<file path="config.mk">
export PLATFORM = sky130hd
export DESIGN_NAME = brtr_core
export DESIGN_NICKNAME = d
export VERILOG_FILES = /design/src/common/brtr_pkg.sv /design/src/hw/brtr_core.sv /design/src/hw/brtr_bcd_check.sv /design/src/hw/brtr_bcd_step.sv
export SDC_FILE = /design/constraint.sdc
export NUM_CORES = 1
export LEC_CHECK = 0
export BUFFER_PORTS_ARGS = -buffer_cell sky130_fd_sc_hd__buf_4
export CORE_MARGIN = 5
export CORE_UTILIZATION = 65
export DETAILED_ROUTE_END_ITERATION = 8
export HOLD_SLACK_MARGIN = 0.05
export PLACE_DENSITY = 0.83
export SKIP_LAST_GASP = 1
export SYNTH_ARGS = -nofsm -noshare
export SYNTH_HDL_FRONTEND = slang
export SYNTH_HIERARCHICAL = 1
export SYNTH_SLANG_ARGS = --single-unit
</file>
<file path="constraint.sdc">
create_clock -name clk_i -period 5.2 [get_ports clk_i]
set_clock_uncertainty 0.1 [all_clocks]
set_input_delay 0.26 -clock clk_i [delete_from_list [all_inputs] [get_ports clk_i]]
set_output_delay 0.26 -clock clk_i [all_outputs]
set_load 0.005 [all_outputs]
</file>
<file path="src/common/brtr_pkg.sv">
`default_nettype none

package brtr_pkg;

	// ==========================================================
	// Internal offsets
	localparam logic [7:0] OFF_CR    = 8'h00;
	localparam logic [7:0] OFF_SEC   = 8'h04;
	localparam logic [7:0] OFF_MIN   = 8'h05;
	localparam logic [7:0] OFF_HOUR  = 8'h06;
	localparam logic [7:0] OFF_WDAY  = 8'h08;
	localparam logic [7:0] OFF_DATE  = 8'h09;
	localparam logic [7:0] OFF_MON   = 8'h0a;
	localparam logic [7:0] OFF_YEAR  = 8'h0b;
	localparam logic [7:0] OFF_CENT  = 8'h0c;
	localparam logic [7:0] OFF_ASEC  = 8'h10;
	localparam logic [7:0] OFF_AMIN  = 8'h11;
	localparam logic [7:0] OFF_AHOUR = 8'h12;
	localparam logic [7:0] OFF_AMON  = 8'h13;
	localparam logic [7:0] OFF_ADATE = 8'h14;
	localparam logic [7:0] OFF_SR    = 8'h18;
	localparam logic [7:0] OFF_CLR   = 8'h1c;
	localparam logic [7:0] OFF_INTCR = 8'h20;
	localparam logic [7:0] OFF_INTSL = 8'h24;
	localparam logic [7:0] OFF_TVAL  = 8'h28;
	localparam logic [7:0] OFF_AVAL  = 8'h29;

	// ==========================================================
	// Field positions
	localparam int HOLD_TIME = 0;
	localparam int HOLD_CAL  = 1;
	localparam int ST_ACK    = 0;
	localparam int ST_ALARM  = 1;
	localparam int ST_SEC    = 2;
	localparam int VAL_TIME  = 0;
	localparam int VAL_CAL   = 1;
	localparam int AL_EN     = 7;

	// ==========================================================
	// Reset values and BCD limits
	localparam logic [7:0] RST_TIME = 8'h00;
	localparam logic [7:0] RST_WDAY = 8'h04;
	localparam logic [7:0] RST_DATE = 8'h01;
	localparam logic [7:0] RST_MON  = 8'h01;
	localparam logic [7:0] RST_YEAR = 8'h98;
	localparam logic [7:0] RST_CENT = 8'h19;
	localparam logic [7:0] BCD_ZERO = 8'h00;
	localparam logic [7:0] BCD_ONE  = 8'h01;
	localparam logic [7:0] MAX_MS   = 8'h59;
	localparam logic [7:0] MAX_HOUR = 8'h23;
	localparam logic [7:0] MAX_WDAY = 8'h07;
	localparam logic [7:0] MAX_DATE = 8'h31;
	localparam logic [7:0] MAX_MON  = 8'h12;
	localparam logic [7:0] MAX_YEAR = 8'h99;
	localparam logic [7:0] MIN_CENT = 8'h19;
	localparam logic [7:0] MAX_CENT = 8'h20;
	localparam logic [7:0] LEN_28   = 8'h28;
	localparam logic [7:0] LEN_29   = 8'h29;
	localparam logic [7:0] LEN_30   = 8'h30;
	localparam logic [7:0] MON_FEB  = 8'h02;
	localparam logic [7:0] MON_APR  = 8'h04;
	localparam logic [7:0] MON_JUN  = 8'h06;
	localparam logic [7:0] MON_SEP  = 8'h09;
	localparam logic [7:0] MON_NOV  = 8'h11;
	localparam logic [3:0] DIGIT_MAX = 4'h9;

	// ==========================================================
	// Timing
	localparam int SEC_NS   = 1000000000;
	localparam int CLK_NS   = 10;
	localparam int TICK_CYC = SEC_NS / CLK_NS;
	localparam int DIV_W    = 27;

	// ==========================================================
	// Block state
	typedef struct packed {
		logic [7:0]       idx;
		logic [1:0]       hold;
		logic             hold_d;
		logic [7:0]       sec;
		logic [7:0]       min;
		logic [7:0]       hour;
		logic [7:0]       wday;
		logic [7:0]       date;
		logic [7:0]       mon;
		logic [7:0]       year;
		logic [7:0]       cent;
		logic [7:0]       asec;
		logic [7:0]       amin;
		logic [7:0]       ahour;
		logic [7:0]       amon;
		logic [7:0]       adate;
		logic [2:0]       flags;
		logic [7:0]       int_cr;
		logic [7:0]       int_sel;
		logic [1:0]       tval;
		logic             aval;
		logic [7:0]       rdata;
		logic [DIV_W-1:0] div;
	} brtr_state_t;

endpackage

`default_nettype wire

</file>
<file path="src/hw/brtr_core.sv">
`default_nettype none

module brtr_core #(
	parameter int TICK_CYCLES = brtr_pkg::TICK_CYC
) (
	// Clock and reset
	input  wire logic       clk_i,
	input  wire logic       resetn_i,
	// Processor bus
	input  wire logic       bus_sel_i,
	input  wire logic       wr_en_i,
	input  wire logic       rd_en_i,
	input  wire logic [7:0] wdata_i,
	output logic [7:0]      rdata_o
);

	localparam int NCNT  = 7;
	localparam int DIV_W = brtr_pkg::DIV_W;

	brtr_pkg::brtr_state_t s_reg;
	brtr_pkg::brtr_state_t s_next;

	logic             tick;
	logic             wr_idx;
	logic             wr_dat;
	logic             chk_ok;
	logic             len_ok;
	logic             rd_hit;
	logic [7:0]       rd_val;
	logic [7:0]       chk_val;
	logic [7:0]       chk_lo;
	logic [7:0]       chk_hi;
	logic [7:0]       e_date;
	logic [7:0]       e_mon;
	logic [7:0]       e_year;
	logic [7:0]       e_cent;
	logic [7:0]       cnt_v  [NCNT];
	logic [7:0]       cnt_lo [NCNT];
	logic [7:0]       cnt_hi [NCNT];
	logic [7:0]       cnt_nx [NCNT];
	logic [NCNT-1:0]  wrap;
	logic [7:0]       wday_nx;
	logic             al_hit;

	// ==========================================================
	// Month length with leap years; 1900 is common, 2000 is leap.
	function automatic logic [7:0] month_len(input logic [7:0] m, input logic [7:0] y,
		input logic [7:0] c);
		logic leap;
		logic [7:0] len;
		leap = y[4] ? (y[3:0] == 4'h2 || y[3:0] == 4'h6)
			: (y[3:0] == 4'h0 || y[3:0] == 4'h4 || y[3:0] == 4'h8);
		if (y == brtr_pkg::BCD_ZERO) begin
			leap = (c == brtr_pkg::MAX_CENT);
		end
		case (m)
			brtr_pkg::MON_FEB: len = leap ? brtr_pkg::LEN_29 : brtr_pkg::LEN_28;
			brtr_pkg::MON_APR,
			brtr_pkg::MON_JUN,
			brtr_pkg::MON_SEP,
			brtr_pkg::MON_NOV: len = brtr_pkg::LEN_30;
			default: len = brtr_pkg::MAX_DATE;
		endcase
		return len;
	endfunction

	// ==========================================================
	// Bus decode: offset zero is the index, offset one the data.
	assign wr_idx = wr_en_i && !bus_sel_i;
	assign wr_dat = wr_en_i && bus_sel_i;
	assign tick   = (s_reg.div == DIV_W'(TICK_CYCLES - 1));
	assign rdata_o = s_reg.rdata;

	// ==========================================================
	// Counter chain: sec, min, hour, date, month, year, century.
	always_comb begin
		cnt_v[0]  = s_reg.sec;
		cnt_v[1]  = s_reg.min;
		cnt_v[2]  = s_reg.hour;
		cnt_v[3]  = s_reg.date;
		cnt_v[4]  = s_reg.mon;
		cnt_v[5]  = s_reg.year;
		cnt_v[6]  = s_reg.cent;
		cnt_lo[0] = brtr_pkg::BCD_ZERO;
		cnt_lo[1] = brtr_pkg::BCD_ZERO;
		cnt_lo[2] = brtr_pkg::BCD_ZERO;
		cnt_lo[3] = brtr_pkg::BCD_ONE;
		cnt_lo[4] = brtr_pkg::BCD_ONE;
		cnt_lo[5] = brtr_pkg::BCD_ZERO;
		cnt_lo[6] = brtr_pkg::MIN_CENT;
		cnt_hi[0] = brtr_pkg::MAX_MS;
		cnt_hi[1] = brtr_pkg::MAX_MS;
		cnt_hi[2] = brtr_pkg::MAX_HOUR;
		cnt_hi[3] = month_len(s_reg.mon, s_reg.year, s_reg.cent);
		cnt_hi[4] = brtr_pkg::MAX_MON;
		cnt_hi[5] = brtr_pkg::MAX_YEAR;
		cnt_hi[6] = brtr_pkg::MAX_CENT;
	end

	genvar gi;
	generate
		for (gi = 0; gi < NCNT; gi++) begin : g_step
			brtr_bcd_step u_step (
				.val_i  (cnt_v[gi]),
				.lo_i   (cnt_lo[gi]),
				.hi_i   (cnt_hi[gi]),
				.nxt_o  (cnt_nx[gi]),
				.wrap_o (wrap[gi])
			);
		end
	endgenerate

	// Weekday wraps 7 to 1 and never touches the date.
	assign wday_nx = (s_reg.wday >= brtr_pkg::MAX_WDAY) ? brtr_pkg::BCD_ONE
		: s_reg.wday + brtr_pkg::BCD_ONE;

	// ==========================================================
	// Entry check limits, chosen by the current index.
	always_comb begin
		chk_val = wdata_i;
		chk_lo  = brtr_pkg::BCD_ZERO;
		chk_hi  = brtr_pkg::MAX_YEAR;
		case (s_reg.idx)
			brtr_pkg::OFF_SEC,
			brtr_pkg::OFF_MIN: chk_hi = brtr_pkg::MAX_MS;
			brtr_pkg::OFF_HOUR: chk_hi = brtr_pkg::MAX_HOUR;
			brtr_pkg::OFF_WDAY: begin
				chk_lo = brtr_pkg::BCD_ONE;
				chk_hi = brtr_pkg::MAX_WDAY;
			end
			brtr_pkg::OFF_DATE: begin
				chk_lo = brtr_pkg::BCD_ONE;
				chk_hi = brtr_pkg::MAX_DATE;
			end
			brtr_pkg::OFF_MON: begin
				chk_lo = brtr_pkg::BCD_ONE;
				chk_hi = brtr_pkg::MAX_MON;
			end
			brtr_pkg::OFF_CENT: begin
				chk_lo = brtr_pkg::MIN_CENT;
				chk_hi = brtr_pkg::MAX_CENT;
			end
			brtr_pkg::OFF_ASEC,
			brtr_pkg::OFF_AMIN: begin
				chk_val = {1'b0, wdata_i[6:0]};
				chk_hi  = brtr_pkg::MAX_MS;
			end
			brtr_pkg::OFF_AHOUR: begin
				chk_val = {1'b0, wdata_i[6:0]};
				chk_hi  = brtr_pkg::MAX_HOUR;
			end
			brtr_pkg::OFF_ADATE: begin
				chk_val = {1'b0, wdata_i[6:0]};
				chk_lo  = brtr_pkg::BCD_ONE;
				chk_hi  = brtr_pkg::MAX_DATE;
			end
			brtr_pkg::OFF_AMON: begin
				chk_val = {1'b0, wdata_i[6:0]};
				chk_lo  = brtr_pkg::BCD_ONE;
				chk_hi  = brtr_pkg::MAX_MON;
			end
			default: chk_hi = brtr_pkg::MAX_YEAR;
		endcase
	end

	brtr_bcd_check u_check (
		.val_i (chk_val),
		.lo_i  (chk_lo),
		.hi_i  (chk_hi),
		.ok_o  (chk_ok)
	);

	// The date must fit the month as it would stand after the write.
	always_comb begin
		e_date = (s_reg.idx == brtr_pkg::OFF_DATE) ? wdata_i : s_reg.date;
		e_mon  = (s_reg.idx == brtr_pkg::OFF_MON) ? wdata_i : s_reg.mon;
		e_year = (s_reg.idx == brtr_pkg::OFF_YEAR) ? wdata_i : s_reg.year;
		e_cent = (s_reg.idx == brtr_pkg::OFF_CENT) ? wdata_i : s_reg.cent;
		len_ok = (e_date <= month_len(e_mon, e_year, e_cent));
	end

	// ==========================================================
	// Read mux; the block's own state shows through status and validity.
	always_comb begin
		rd_hit = 1'b1;
		case (s_reg.idx)
			brtr_pkg::OFF_CR:    rd_val = {6'h00, s_reg.hold};
			brtr_pkg::OFF_SEC:   rd_val = s_reg.sec;
			brtr_pkg::OFF_MIN:   rd_val = s_reg.min;
			brtr_pkg::OFF_HOUR:  rd_val = s_reg.hour;
			brtr_pkg::OFF_WDAY:  rd_val = s_reg.wday;
			brtr_pkg::OFF_DATE:  rd_val = s_reg.date;
			brtr_pkg::OFF_MON:   rd_val = s_reg.mon;
			brtr_pkg::OFF_YEAR:  rd_val = s_reg.year;
			brtr_pkg::OFF_CENT:  rd_val = s_reg.cent;
			brtr_pkg::OFF_ASEC:  rd_val = s_reg.asec;
			brtr_pkg::OFF_AMIN:  rd_val = s_reg.amin;
			brtr_pkg::OFF_AHOUR: rd_val = s_reg.ahour;
			brtr_pkg::OFF_AMON:  rd_val = s_reg.amon;
			brtr_pkg::OFF_ADATE: rd_val = s_reg.adate;
			brtr_pkg::OFF_SR:    rd_val = {5'h00, s_reg.flags};
			brtr_pkg::OFF_INTCR: rd_val = s_reg.int_cr;
			brtr_pkg::OFF_INTSL: rd_val = s_reg.int_sel;
			brtr_pkg::OFF_TVAL:  rd_val = {6'h00, s_reg.tval};
			brtr_pkg::OFF_AVAL:  rd_val = {7'h00, s_reg.aval};
			default: begin
				rd_hit = 1'b0;
				rd_val = 8'h00;
			end
		endcase
	end

	// An alarm needs at least one enabled field, and every enabled field equal.
	assign al_hit = (s_reg.asec[7] || s_reg.amin[7] || s_reg.ahour[7]
			|| s_reg.adate[7] || s_reg.amon[7])
		&& (!s_reg.asec[7] || s_reg.asec[6:0] == s_reg.sec[6:0])
		&& (!s_reg.amin[7] || s_reg.amin[6:0] == s_reg.min[6:0])
		&& (!s_reg.ahour[7] || s_reg.ahour[6:0] == s_reg.hour[6:0])
		&& (!s_reg.adate[7] || s_reg.adate[6:0] == s_reg.date[6:0])
		&& (!s_reg.amon[7] || s_reg.amon[6:0] == s_reg.mon[6:0]);

	// ==========================================================
	// Next state. Writes and clears come first so that hardware sets win.
	always_comb begin
		s_next        = s_reg;
		s_next.div    = tick ? '0 : s_reg.div + 1'b1;
		s_next.hold_d = |s_reg.hold;
		if (wr_idx) begin
			s_next.idx = wdata_i;
		end
		if (rd_en_i) begin
			s_next.rdata = bus_sel_i ? rd_val : s_reg.idx;
		end
		if (wr_dat) begin
			case (s_reg.idx)
				brtr_pkg::OFF_CR: s_next.hold = wdata_i[1:0];
				brtr_pkg::OFF_SEC,
				brtr_pkg::OFF_MIN,
				brtr_pkg::OFF_HOUR: begin
					if (s_reg.hold[brtr_pkg::HOLD_TIME]) begin
						s_next.tval[brtr_pkg::VAL_TIME] = !chk_ok;
						if (chk_ok && s_reg.idx == brtr_pkg::OFF_SEC) s_next.sec = wdata_i;
						if (chk_ok && s_reg.idx == brtr_pkg::OFF_MIN) s_next.min = wdata_i;
						if (chk_ok && s_reg.idx == brtr_pkg::OFF_HOUR) s_next.hour = wdata_i;
					end
				end
				brtr_pkg::OFF_WDAY,
				brtr_pkg::OFF_DATE,
				brtr_pkg::OFF_MON,
				brtr_pkg::OFF_YEAR,
				brtr_pkg::OFF_CENT: begin
					if (s_reg.hold[brtr_pkg::HOLD_CAL]) begin
						s_next.tval[brtr_pkg::VAL_CAL] = !(chk_ok && len_ok);
						if (chk_ok && len_ok) begin
							case (s_reg.idx)
								brtr_pkg::OFF_WDAY: s_next.wday = wdata_i;
								brtr_pkg::OFF_DATE: s_next.date = wdata_i;
								brtr_pkg::OFF_MON:  s_next.mon  = wdata_i;
								brtr_pkg::OFF_YEAR: s_next.year = wdata_i;
								default:            s_next.cent = wdata_i;
							endcase
						end
					end
				end
				brtr_pkg::OFF_ASEC,
				brtr_pkg::OFF_AMIN,
				brtr_pkg::OFF_AHOUR,
				brtr_pkg::OFF_AMON,
				brtr_pkg::OFF_ADATE: begin
					s_next.aval = !chk_ok;
					if (chk_ok) begin
						case (s_reg.idx)
							brtr_pkg::OFF_ASEC:  s_next.asec  = wdata_i;
							brtr_pkg::OFF_AMIN:  s_next.amin  = wdata_i;
							brtr_pkg::OFF_AHOUR: s_next.ahour = wdata_i;
							brtr_pkg::OFF_AMON:  s_next.amon  = wdata_i;
							default:             s_next.adate = wdata_i;
						endcase
					end
				end
				brtr_pkg::OFF_CLR:   s_next.flags = s_reg.flags & ~wdata_i[2:0];
				brtr_pkg::OFF_INTCR: s_next.int_cr = wdata_i;
				brtr_pkg::OFF_INTSL: s_next.int_sel = wdata_i;
				default: s_next.hold = s_reg.hold;
			endcase
		end
		// Counting stops entirely under a time hold; a calendar hold stops the calendar.
		if (tick && !s_reg.hold[brtr_pkg::HOLD_TIME]) begin
			s_next.flags[brtr_pkg::ST_SEC] = 1'b1;
			s_next.sec = cnt_nx[0];
			if (wrap[0]) s_next.min = cnt_nx[1];
			if (&wrap[1:0]) s_next.hour = cnt_nx[2];
			// A day carry during a calendar hold is dropped; keep such holds short.
			if (&wrap[2:0] && !s_reg.hold[brtr_pkg::HOLD_CAL]) begin
				s_next.wday = wday_nx;
				s_next.date = cnt_nx[3];
				if (wrap[3]) s_next.mon = cnt_nx[4];
				if (&wrap[4:3]) s_next.year = cnt_nx[5];
				if (&wrap[5:3]) s_next.cent = cnt_nx[6];
			end
		end
		if (tick && al_hit) begin
			s_next.flags[brtr_pkg::ST_ALARM] = 1'b1;
		end
		if ((|s_reg.hold) && !s_reg.hold_d) begin
			s_next.flags[brtr_pkg::ST_ACK] = 1'b1;
		end
	end

	// ==========================================================
	// State register.
	always_ff @(posedge clk_i or negedge resetn_i) begin
		if (!resetn_i) begin
			s_reg       <= '0;
			s_reg.sec   <= brtr_pkg::RST_TIME;
			s_reg.min   <= brtr_pkg::RST_TIME;
			s_reg.hour  <= brtr_pkg::RST_TIME;
			s_reg.wday  <= brtr_pkg::RST_WDAY;
			s_reg.date  <= brtr_pkg::RST_DATE;
			s_reg.mon   <= brtr_pkg::RST_MON;
			s_reg.year  <= brtr_pkg::RST_YEAR;
			s_reg.cent  <= brtr_pkg::RST_CENT;
			s_reg.adate <= brtr_pkg::RST_DATE;
			s_reg.amon  <= brtr_pkg::RST_MON;
		end else begin
			s_reg <= s_next;
		end
	end
endmodule

`default_nettype wire

</file>
<file path="src/hw/brtr_bcd_check.sv">
`default_nettype none

module brtr_bcd_check (
	// Value and limits
	input  wire logic [7:0] val_i,
	input  wire logic [7:0] lo_i,
	input  wire logic [7:0] hi_i,
	// Verdict
	output logic            ok_o
);

	// ==========================================================
	// Both digits must be decimal before a range compare is meaningful.
	always_comb begin
		ok_o = (val_i[3:0] <= brtr_pkg::DIGIT_MAX) && (val_i[7:4] <= brtr_pkg::DIGIT_MAX)
			&& (val_i >= lo_i) && (val_i <= hi_i);
	end

endmodule

`default_nettype wire

</file>
<file path="src/hw/brtr_bcd_step.sv">
`default_nettype none

module brtr_bcd_step (
	// Counter and limits
	input  wire logic [7:0] val_i,
	input  wire logic [7:0] lo_i,
	input  wire logic [7:0] hi_i,
	// Next value
	output logic [7:0]      nxt_o,
	output logic            wrap_o
);

	// ==========================================================
	// A value at or past the top wraps, so a stray code heals itself.
	always_comb begin
		wrap_o = (val_i >= hi_i);
		if (wrap_o) begin
			nxt_o = lo_i;
		end else if (val_i[3:0] >= brtr_pkg::DIGIT_MAX) begin
			nxt_o = {val_i[7:4] + 4'h1, 4'h0};
		end else begin
			nxt_o = {val_i[7:4], val_i[3:0] + 4'h1};
		end
	end

endmodule

`default_nettype wire

</file>
---- Word level (Yosys, flattened, before mapping) ----
Index checks and enable logic that the tools add are counted.
word-level totals
  output and inout port bits .............. 8
  word-level logic and storage cells ...... 284
  bits in registers ....................... 172
cells by class
  equal/unequal tests ..................... 52
  $add $sub $neg .......................... 16
  mux-type cells .......................... 69
  reductions and logical operators ........ 91
  order comparisons ....................... 20
  bitwise logic cells ..................... 3
operators with widths
  kind                                                       count
  2-to-1 mux 8 bit                                           38
  2-to-1 mux 40 bit                                          6
  one-hot mux 8 bit (19 select lines)                        1
  2-to-1 mux 126 bit                                         1
  equality test 8 x 5 -> 1 bit (second input constant)       9
  2-to-1 mux 64 bit                                          1
  adder 4 x 1 -> 4 bit (second input constant)               14
  equality test 8 x 3 -> 1 bit (second input constant)       7
  equality test 8 x 4 -> 1 bit (second input constant)       7
  equality test 8 x 6 -> 1 bit (second input constant)       6
  2-to-1 mux 24 bit                                          2
  one-hot mux 8 bit (6 select lines)                         1
  equality test 7 bit                                        5
  one-hot mux 5 bit (2 select lines)                         3
  greater-or-equal comparator 4 bit (second input constant)  7
  adder 27 x 1 -> 27 bit (second input constant)             1
  equality test 27 bit (second input constant)               1
  2-to-1 mux 27 bit                                          1
  zero test 8 bit                                            3
  AND reduction 4 bit                                        6
  OR reduction 4 bit                                         5
  logical AND 1 bit                                          18
  AND reduction 2 bit                                        9
  nonzero test 2 bit                                         9
  30 further kinds                                           90

---- Depth between registers and ports, before layout ----
Gate-level depths: netlist of the first run.
  depth after elaboration ................. 18
  gate-level depth with buffers ........... 21
  gate-level depth less buffers ........... 18

---- Modules after synthesis ----
Netlist of the first run, hierarchy kept.
modules (own cells, without submodules)
  module          area an instance (um^2)  cells an instance  instances  sequential area each (um^2)
  brtr_core       10116.0                  1055               1          4317.9
  brtr_bcd_step   511.7                    58                 7          0.0
  brtr_bcd_check  454.2                    59                 1          0.0

---- Worst setup path before layout of the first run ----
Ideal clock, no wire load.
  path kind ............................... reg2reg
  start ................................... register s_reg[166] in the netlist's numbering
  end ..................................... register s_reg (netlist bit cnt_v[17])
  required time ........................... 4.963 ns
  arrival time ............................ 4.524 ns
  cell stages (with the launch flop) ...... 21
  path slack .............................. 0.439 ns
  cells stage by stage .................... dfrtp_1 -> clkbuf_1 -> clkbuf_1 -> clkbuf_1 -> a21oi_1 -> o21a_1 -> o21ai_0 -> nor2b_1 -> inv_1 -> ha_1 -> nand4_1 -> nor3_2 -> nor2_1 -> o2bb2ai_1 -> nor4_2 -> nand3_1 -> a211o_1 -> buf_6 -> a211oi_4 -> mux2i_1 -> a21oi_1
RTL lines
  what                    line              RTL
  start, declared         brtr_core.sv:20   brtr_pkg::brtr_state_t s_reg;
  start signal, assigned  brtr_core.sv:326  s_reg <= s_next;

==> run_results.csv, run 1 <==
group,metric,value,unit
global_routing,grt_overflow,0,
cells_and_area,drive_gt1_share,15.9,%
timing,fmax,201,MHz
drt,drt-pass1-iter-count,6,
timing,finalHoldViolCount,0,
die,die_area,24800,sq um
cells_and_area,largest_register_ff_count,108,
global_routing,busiest_layer,"met2",
critical_path,critPathMaxFanout,14,
die,core_area,21600,sq um
cells_and_area,synthToLayoutAreaGrowth,10.1,%
drt,finalWirelength,39400,microns
synthesis,synth_cells,1519,
drt,ant_nets,0,
timing,rsz0062_at_grt,"no",
timing,fin_crit_sh,95.8,%
critical_path,worstSetupPathType,"reg2reg",
global_routing,grt_usage,32.3,%
synthesis,avgSynthCellArea,9.31,sq um
critical_path,critPathCaptureType,"register",
global_routing,grt_start_max_net_pins,67,
cells_and_area,final_core_util,72.0,%
timing,slew_headroom,17.5,%
cells_and_area,n_antenna_cell,0,
global_routing,use_met3,6.54,%
critical_path,arrival,5180,ps
timing,setup_viol,0,
cts,cts_buffers,17,
hold_path,min_path_type,"in2reg",
cts,clkSlewWorstSetupHoldPaths,80,ps
critical_path,reg2reg_slack,220,ps
power,ir_drop,0.000233,V
drt,via_per_inst,6.28,
critical_path,crit_required,5400,ps
die,initial_core_util,65.4,%
timing,setup_tns,0,ps
drt,drcViolationCount,0,
cts,cts.path.max_buffers,2,
synthesis,yosys_warnings,6,
cts,cts_tree,"done",
placed_design,gp_congestion,0.988,
critical_path,cp-start-kind,"register",
power,p_leak,0.00742,uW
job,drv_cap,0,
drt,num_vias,12100,
placed_design,dpl.hpwl,28200,microns
global_routing,grt_pass1_vias,11900,
global_routing,met1_usage,42.5,%
cts,clock_sinks,172,
placed_design,io_buffer_count,20,
die,die_x,158,microns
timing,finalCriticalPeriod,4980,ps
run_status,outcome,"finished, final reports clean",
drt,initialDrtViolationCount,1266,
global_routing,antenna_found_initial,0,
cts,clockRootBuffer,"clkbuf_16",
timing,finalMaxSlewViolations,0,
die,pin_count,21,
cts,insertion_delay,440,ps
die,num_rows,54,
synthesis,netlist_area,14100,sq um
global_routing,grt_pass1_wl,63100,microns
drt,routedWlPerCell,20.5,microns
cells_and_area,nets,1746,
timing,tightest_slew,1240,ps
die,die_h,158,microns
power,power_density,209,nW/um^2
global_routing,grt.met2_usage,52.3,%
cts,htree_levels,4,
==> critical path: stages, from the launching register on <==
cell       delay [ps]
dfrtp_1           580
or4b_1            650
or3_1             390
and3_1            250
ha_1              340
nand4_1           140
nor3_2            240
nor2_1             70
o2bb2ai_1         140
nor4_2            330
nand3_1           310
a211o_2           530
a211oi_4          270
buf_4             210
mux2i_1           190
a21oi_1            80
==> metrics by stage <==
stage / cell area [sq um] / std cells / power, uW / hold WS (ps) / worst slack [ps]
after floorplan: 14600 / 1631 / 1790 / -136 / 439
after global placement: 14900 / 1883 / 1950 / 139 / 382
after detailed placement: 14900 / 1883 / 1960 / 148 / 156
after CTS: 15500 / 1916 / 3220 / 75.2 / 115
after global routing: 15600 / 1921 / 3360 / 104 / 37.2
final: 15600 / 1921 / 3250 / 82.2 / 218
==> final cells by class <==
type / instances / area, sq um
well taps: 280 / 350
clock buffers: 20 / 447
clock inverters: 12 / 130
fillers: 1603 / 6050
flip-flops and latches: 172 / 4320
multi-input cells: 1266 / 9430
repair buffers: 56 / 464
inverters: 115 / 432
==> metal layers <==
metal  vias up  routed length, microns  part of all wire (%)
met5         -                       0                     0
met4         0                    1760                   4.5
li1       5520                       -                     -
met2       620                   18300                    46
met1      5788                   15700                    40
met3       141                    3720                   9.4
==> worst paths after layout <==
path,start,endpoint,cells past startpoint
worst max-delay path,s_reg[168],s_reg[130],15
worst min-delay path,rd_en_i,rdata_o[5],3
worst max register to register,s_reg[168],s_reg[130],15
worst min register to register,s_reg[18],s_reg[18],1
max in group asynchronous,resetn_i,cnt_v[32],3
min in group asynchronous,resetn_i,s_reg[165],2
==> what timing repair did <==
action | CTS | global route
setup endpoints to repair | 0 | 35
hold endpoints to repair | 53 | 0
hold buffers | 1 | 0
gates resized for setup | 0 | 1
buffers inserted | 0 | 5
==> where the power goes <==
group	internal [uW]	total (uW)	switching (uW)	leakage (uW)
combinational	188	513	325	0.00486
clock	689	1290	597	0.000279
sequential	1380	1450	64.7	0.00228
total	2260	3250	987	0.00742
==> layout by cell type (no fill, tap or decap), types with 8 or more instances in the layout <==
cell type / instances
nor3_1: 28
o21ai_0: 63
dfstp_2: 11
mux2_2: 70
a31oi_1: 12
dfrtp_1: 161
inv_1: 115
mux2i_1: 88
nor2_1: 139
xnor2_1: 54
nand2_1: 87
nor4_1: 16
buf_4: 51
ha_1: 105
nand4_1: 24
nor2b_1: 13
and2_1: 8
nand3_1: 55
clkbuf_16: 17
mux2_4: 49
a2111oi_4: 8
nand2b_4: 8
o21a_1: 15
and3_1: 18
conb_1: 114
a22oi_1: 17
xor2_1: 33
a21oi_1: 91
nand2b_1: 12
No activity file was read; power rests on OpenSTA's default activity.
==> run 2, diff against run 1 <==
--- a/config.mk
+++ b/config.mk
@@ -5,6 +5,7 @@
 export SDC_FILE = /design/constraint.sdc
 export NUM_CORES = 1
 export LEC_CHECK = 0
+export ABC_AREA = 1
 export BUFFER_PORTS_ARGS = -buffer_cell sky130_fd_sc_hd__buf_4
 export CORE_MARGIN = 5
 export CORE_UTILIZATION = 65
==> run 2 against run 1 <==
Effect of this change:
- critical path depth grew 15
- synthesized cell count grew 49%
- maximum frequency grew 8.1%
- worst setup slack gained 370 ps
- first-iteration DRC count grew 13%
- utilization is essentially flat
- global-route usage grew 1.5 points
- sequential power is essentially flat
- die area grew 5.1%
- non-clock buffer count shrank 21
- via count grew 23%
- register-to-register slack gained 370 ps
- critical endpoint is now cnt_v[49]
==> run_results.csv, run 2 <==
group,metric,value,unit
run_status,outcome,"finished, final reports clean",
cells_and_area,drive_gt1_share,7.19,%
cts,clockRootBuffer,"clkbuf_16",
critical_path,r2r-start,"s_reg[169]",
cells_and_area,synthToLayoutAreaGrowth,9.25,%
global_routing,grt_pass1_vias,13900,
die,core_area,22600,sq um
power,p_leak,0.00920,uW
synthesis,yosysMostFrequentCell,"nand2_1",
timing,slew_headroom,28.5,%
power,ir_drop,0.000173,V
synthesis,async_flop_share,100,%
synthesis,synth-seq-cells,172,
timing,finalMaxSlewViolations,0,
cts,clkSlewWorstSetupHoldPaths,80,ps
drt,drt-pass1-iter-count,8,
cells_and_area,n_antenna_cell,0,
power,p_clk_share,41.3,%
die,num_rows,55,
global_routing,grt_pass1_wl,71100,microns
drt,num_vias,14900,
cells_and_area,multi_input_comb_area,9490,sq um
placed_design,post-place-ws,776,ps
drt,drcViolationCount,0,
timing,tightest_slew,1050,ps
placed_design,gp_congestion,1.04,
die,die_x,162,microns
synthesis,seq_area_frac_synth,28.9,%
power,p_seq_share,44.8,%
drt,via_per_inst,5.56,
hold_path,min_path_type,"in2reg",
synthesis,ys_top_cells_by_count,"nand2_1 (782), inv_1 (306), nor2_1 (189)",
global_routing,antenna_found_initial,0,
critical_path,cp-startpoint,"s_reg[169]",
cells_and_area,final_common_cell,"nand2_1",
die,die_h,162,microns
timing,fin_ws,591,ps
critical_path,cp_slowest_cell,"dfrtp_1",
placed_design,io_buffer_count,20,
timing,setup_tns,0,ps
critical_path,crit_top_cell,"nand2_1",
synthesis,yosys.area_share.adder,8.81,%
timing,setup_viol,0,
synthesis,yosysUniqueCellTypes,50,
power,p_int,2210,uW
timing,finalCriticalPeriod,4610,ps
synthesis,synth_edf_count,0,
cts,cts.path.max_buffers,2,
timing,fmax,217,MHz
critical_path,crit_path_end,"cnt_v[49]",
synthesis,yosysTopAreaCell,"dfrtp_1",
power,power_density,201,nW/um^2
synthesis,synth_xor_area_share,3.52,%
power,power.switching,1070,uW
die,initial_core_util,65.9,%
synthesis,synthMuxAreaShare,1.27,%
drt,routedWlPerCell,16.4,microns
timing,rsz0062_at_grt,"no",
synthesis,synth_compound_area_share,8.21,%
drt,ant_nets,0,
cts,clock_sinks,172,
timing,finalHoldViolCount,0,
job,drv_cap,0,
synthesis,avgSynthCellArea,6.59,sq um
critical_path,critPathMaxFanout,19,
critical_path,worstSetupPathType,"reg2reg",
cells_and_area,final_cell_mix,"nand2_1 (782), inv_1 (306), nor2_1 (189)",
synthesis,yosys_warnings,6,
critical_path,crit_required,5390,ps
die,pin_count,21,
synthesis,synth_top_family_by_area,"simple AND/OR/NAND/NOR gates",
synthesis,synth_top_area_share,27.0,%
hold_path,hold_depth,3,
synthesis,synthTopCellsByArea,"dfrtp_1 (27%), nand2_1 (20%), ha_1 (8.8%)",
cells_and_area,seq_area,4320,sq um
synthesis,synth_ff_type,"dfrtp_1",
cts,htree_levels,4,
cts,cts_buffers,17,
power,switching_share,32.6,%
synthesis,synth_cells,2265,
power,power,3270,uW
cts,cts_tree,"done",
critical_path,reg2regPathDepth,30,
cells_and_area,nets,2496,
cells_and_area,largest_register_ff_count,108,
placed_design,dpl.hpwl,33200,microns
cells_and_area,fillers,1941,
critical_path,cp-start-kind,"register",
critical_path,reg2reg_slack,590,ps
critical_path,slowest_delay,440,ps
cts,ctsResizeCount,0,
global_routing,grt_overflow,0,
power,combPwrFrac,13.9,%
timing,fin_crit_sh,88.6,%
critical_path,critPathCaptureType,"register",
die,die_area,26100,sq um
drt,initialDrtViolationCount,1432,
critical_path,arrival,4800,ps
synthesis,netlist_area,14900,sq um
critical_path,r2r-end,"cnt_v[49]",
drt,finalWirelength,43900,microns
cts,insertion_delay,450,ps
global_routing,grt_start_max_net_pins,79,
synthesis,synth-simple-area-share,38.9,%
global_routing,grt_usage,33.9,%
[run 2: cell types whose count changed in the layout (fill, tap and decap cells not counted), sizes merged, moves of 17 or more]
cell    before  now
nor2       139  220
nand2       87  808
o21ai       65  121
nand4       24   67
nand2b      20    0
a21oi       92   51
mux2i       88   19
buf         55   30
inv        121  326
and3        18    1
mux2       126    0
nand3       55  185
a22oi       17    0
xnor2       54   25
[run 2: per-layer routing]
layer | track usage, % | vias up | part of all wire [%]
li1 | - | 7328 | -
met1 | 42.4 | 6762 | 41
met2 | 56.3 | 649 | 47
met3 | 6.92 | 147 | 7.9
met4 | 16.0 | 0 | 4.7
met5 | 0 | - | 0
[run 2: worst min-delay path by stage]
stage                     startpoint         to
after floorplan             resetn_i  cnt_v[10]
after global placement      resetn_i  s_reg[72]
after detailed placement    resetn_i  s_reg[72]
after CTS                 wdata_i[2]  s_reg[91]
after global routing      wdata_i[2]  s_reg[91]
final                     wdata_i[2]  s_reg[91]
[run 2: cells by family after synthesis]
| group | count (synthesis) |
|---|---|
| AOI/OAI and AO/OA | 218 |
| DFF | 172 |
| muxes | 19 |
| and+or+nand+nor | 1312 |
| xor gates and xnor gates | 60 |
| other | 2 |
| adders and majority gates | 105 |
| buffers and inverters | 377 |
[run 2: area by class of cell]
cell class	count	area share, %
Tap cell	285	2.19
Multi-Input combinational cell	1828	58.2
Clock inverter	15	1.29
Sequential cell	172	26.5
Clock buffer	17	2.61
Inverter	324	7.48
Timing Repair Buffer	35	1.71
[run 2: power by group through the flow]
stage / clock network [uW] / logic [uW] / registers, uW
global route: 1420 / 516 / 1470
floorplan: 0 / 325 / 1460
global placement: 0 / 431 / 1480
CTS: 1350 / 447 / 1460
finish: 1350 / 455 / 1460
detailed placement: 0 / 442 / 1490
[run 2: what timing repair did]
action                                 in CTS  in global routing
setup buffers                               0                  0
endpoints found under the hold margin      79                  0
hold buffers                                5                  0
[run 2: critical path: cells and delay by family, from the launching register on]
family                     cells  cell delay, ps
DFF                            1             440
adders and majority gates      1             240
AOI/OAI and AO/OA              2             180
and+or+nand+nor               18            2460
buffers and inverters          9            1040
[run 2: stage by stage]
stage	area [sq um]	util [%]	std cells	hold WS (ps)
CTS	16300	72.0	2676	75.6
detailed placement	15600	69.0	2639	261
global route	16300	72.0	2676	94.9
floorplan	15300	-	2377	-136
finish	16300	72.0	2676	80.5
global placement	15600	69.0	2639	257
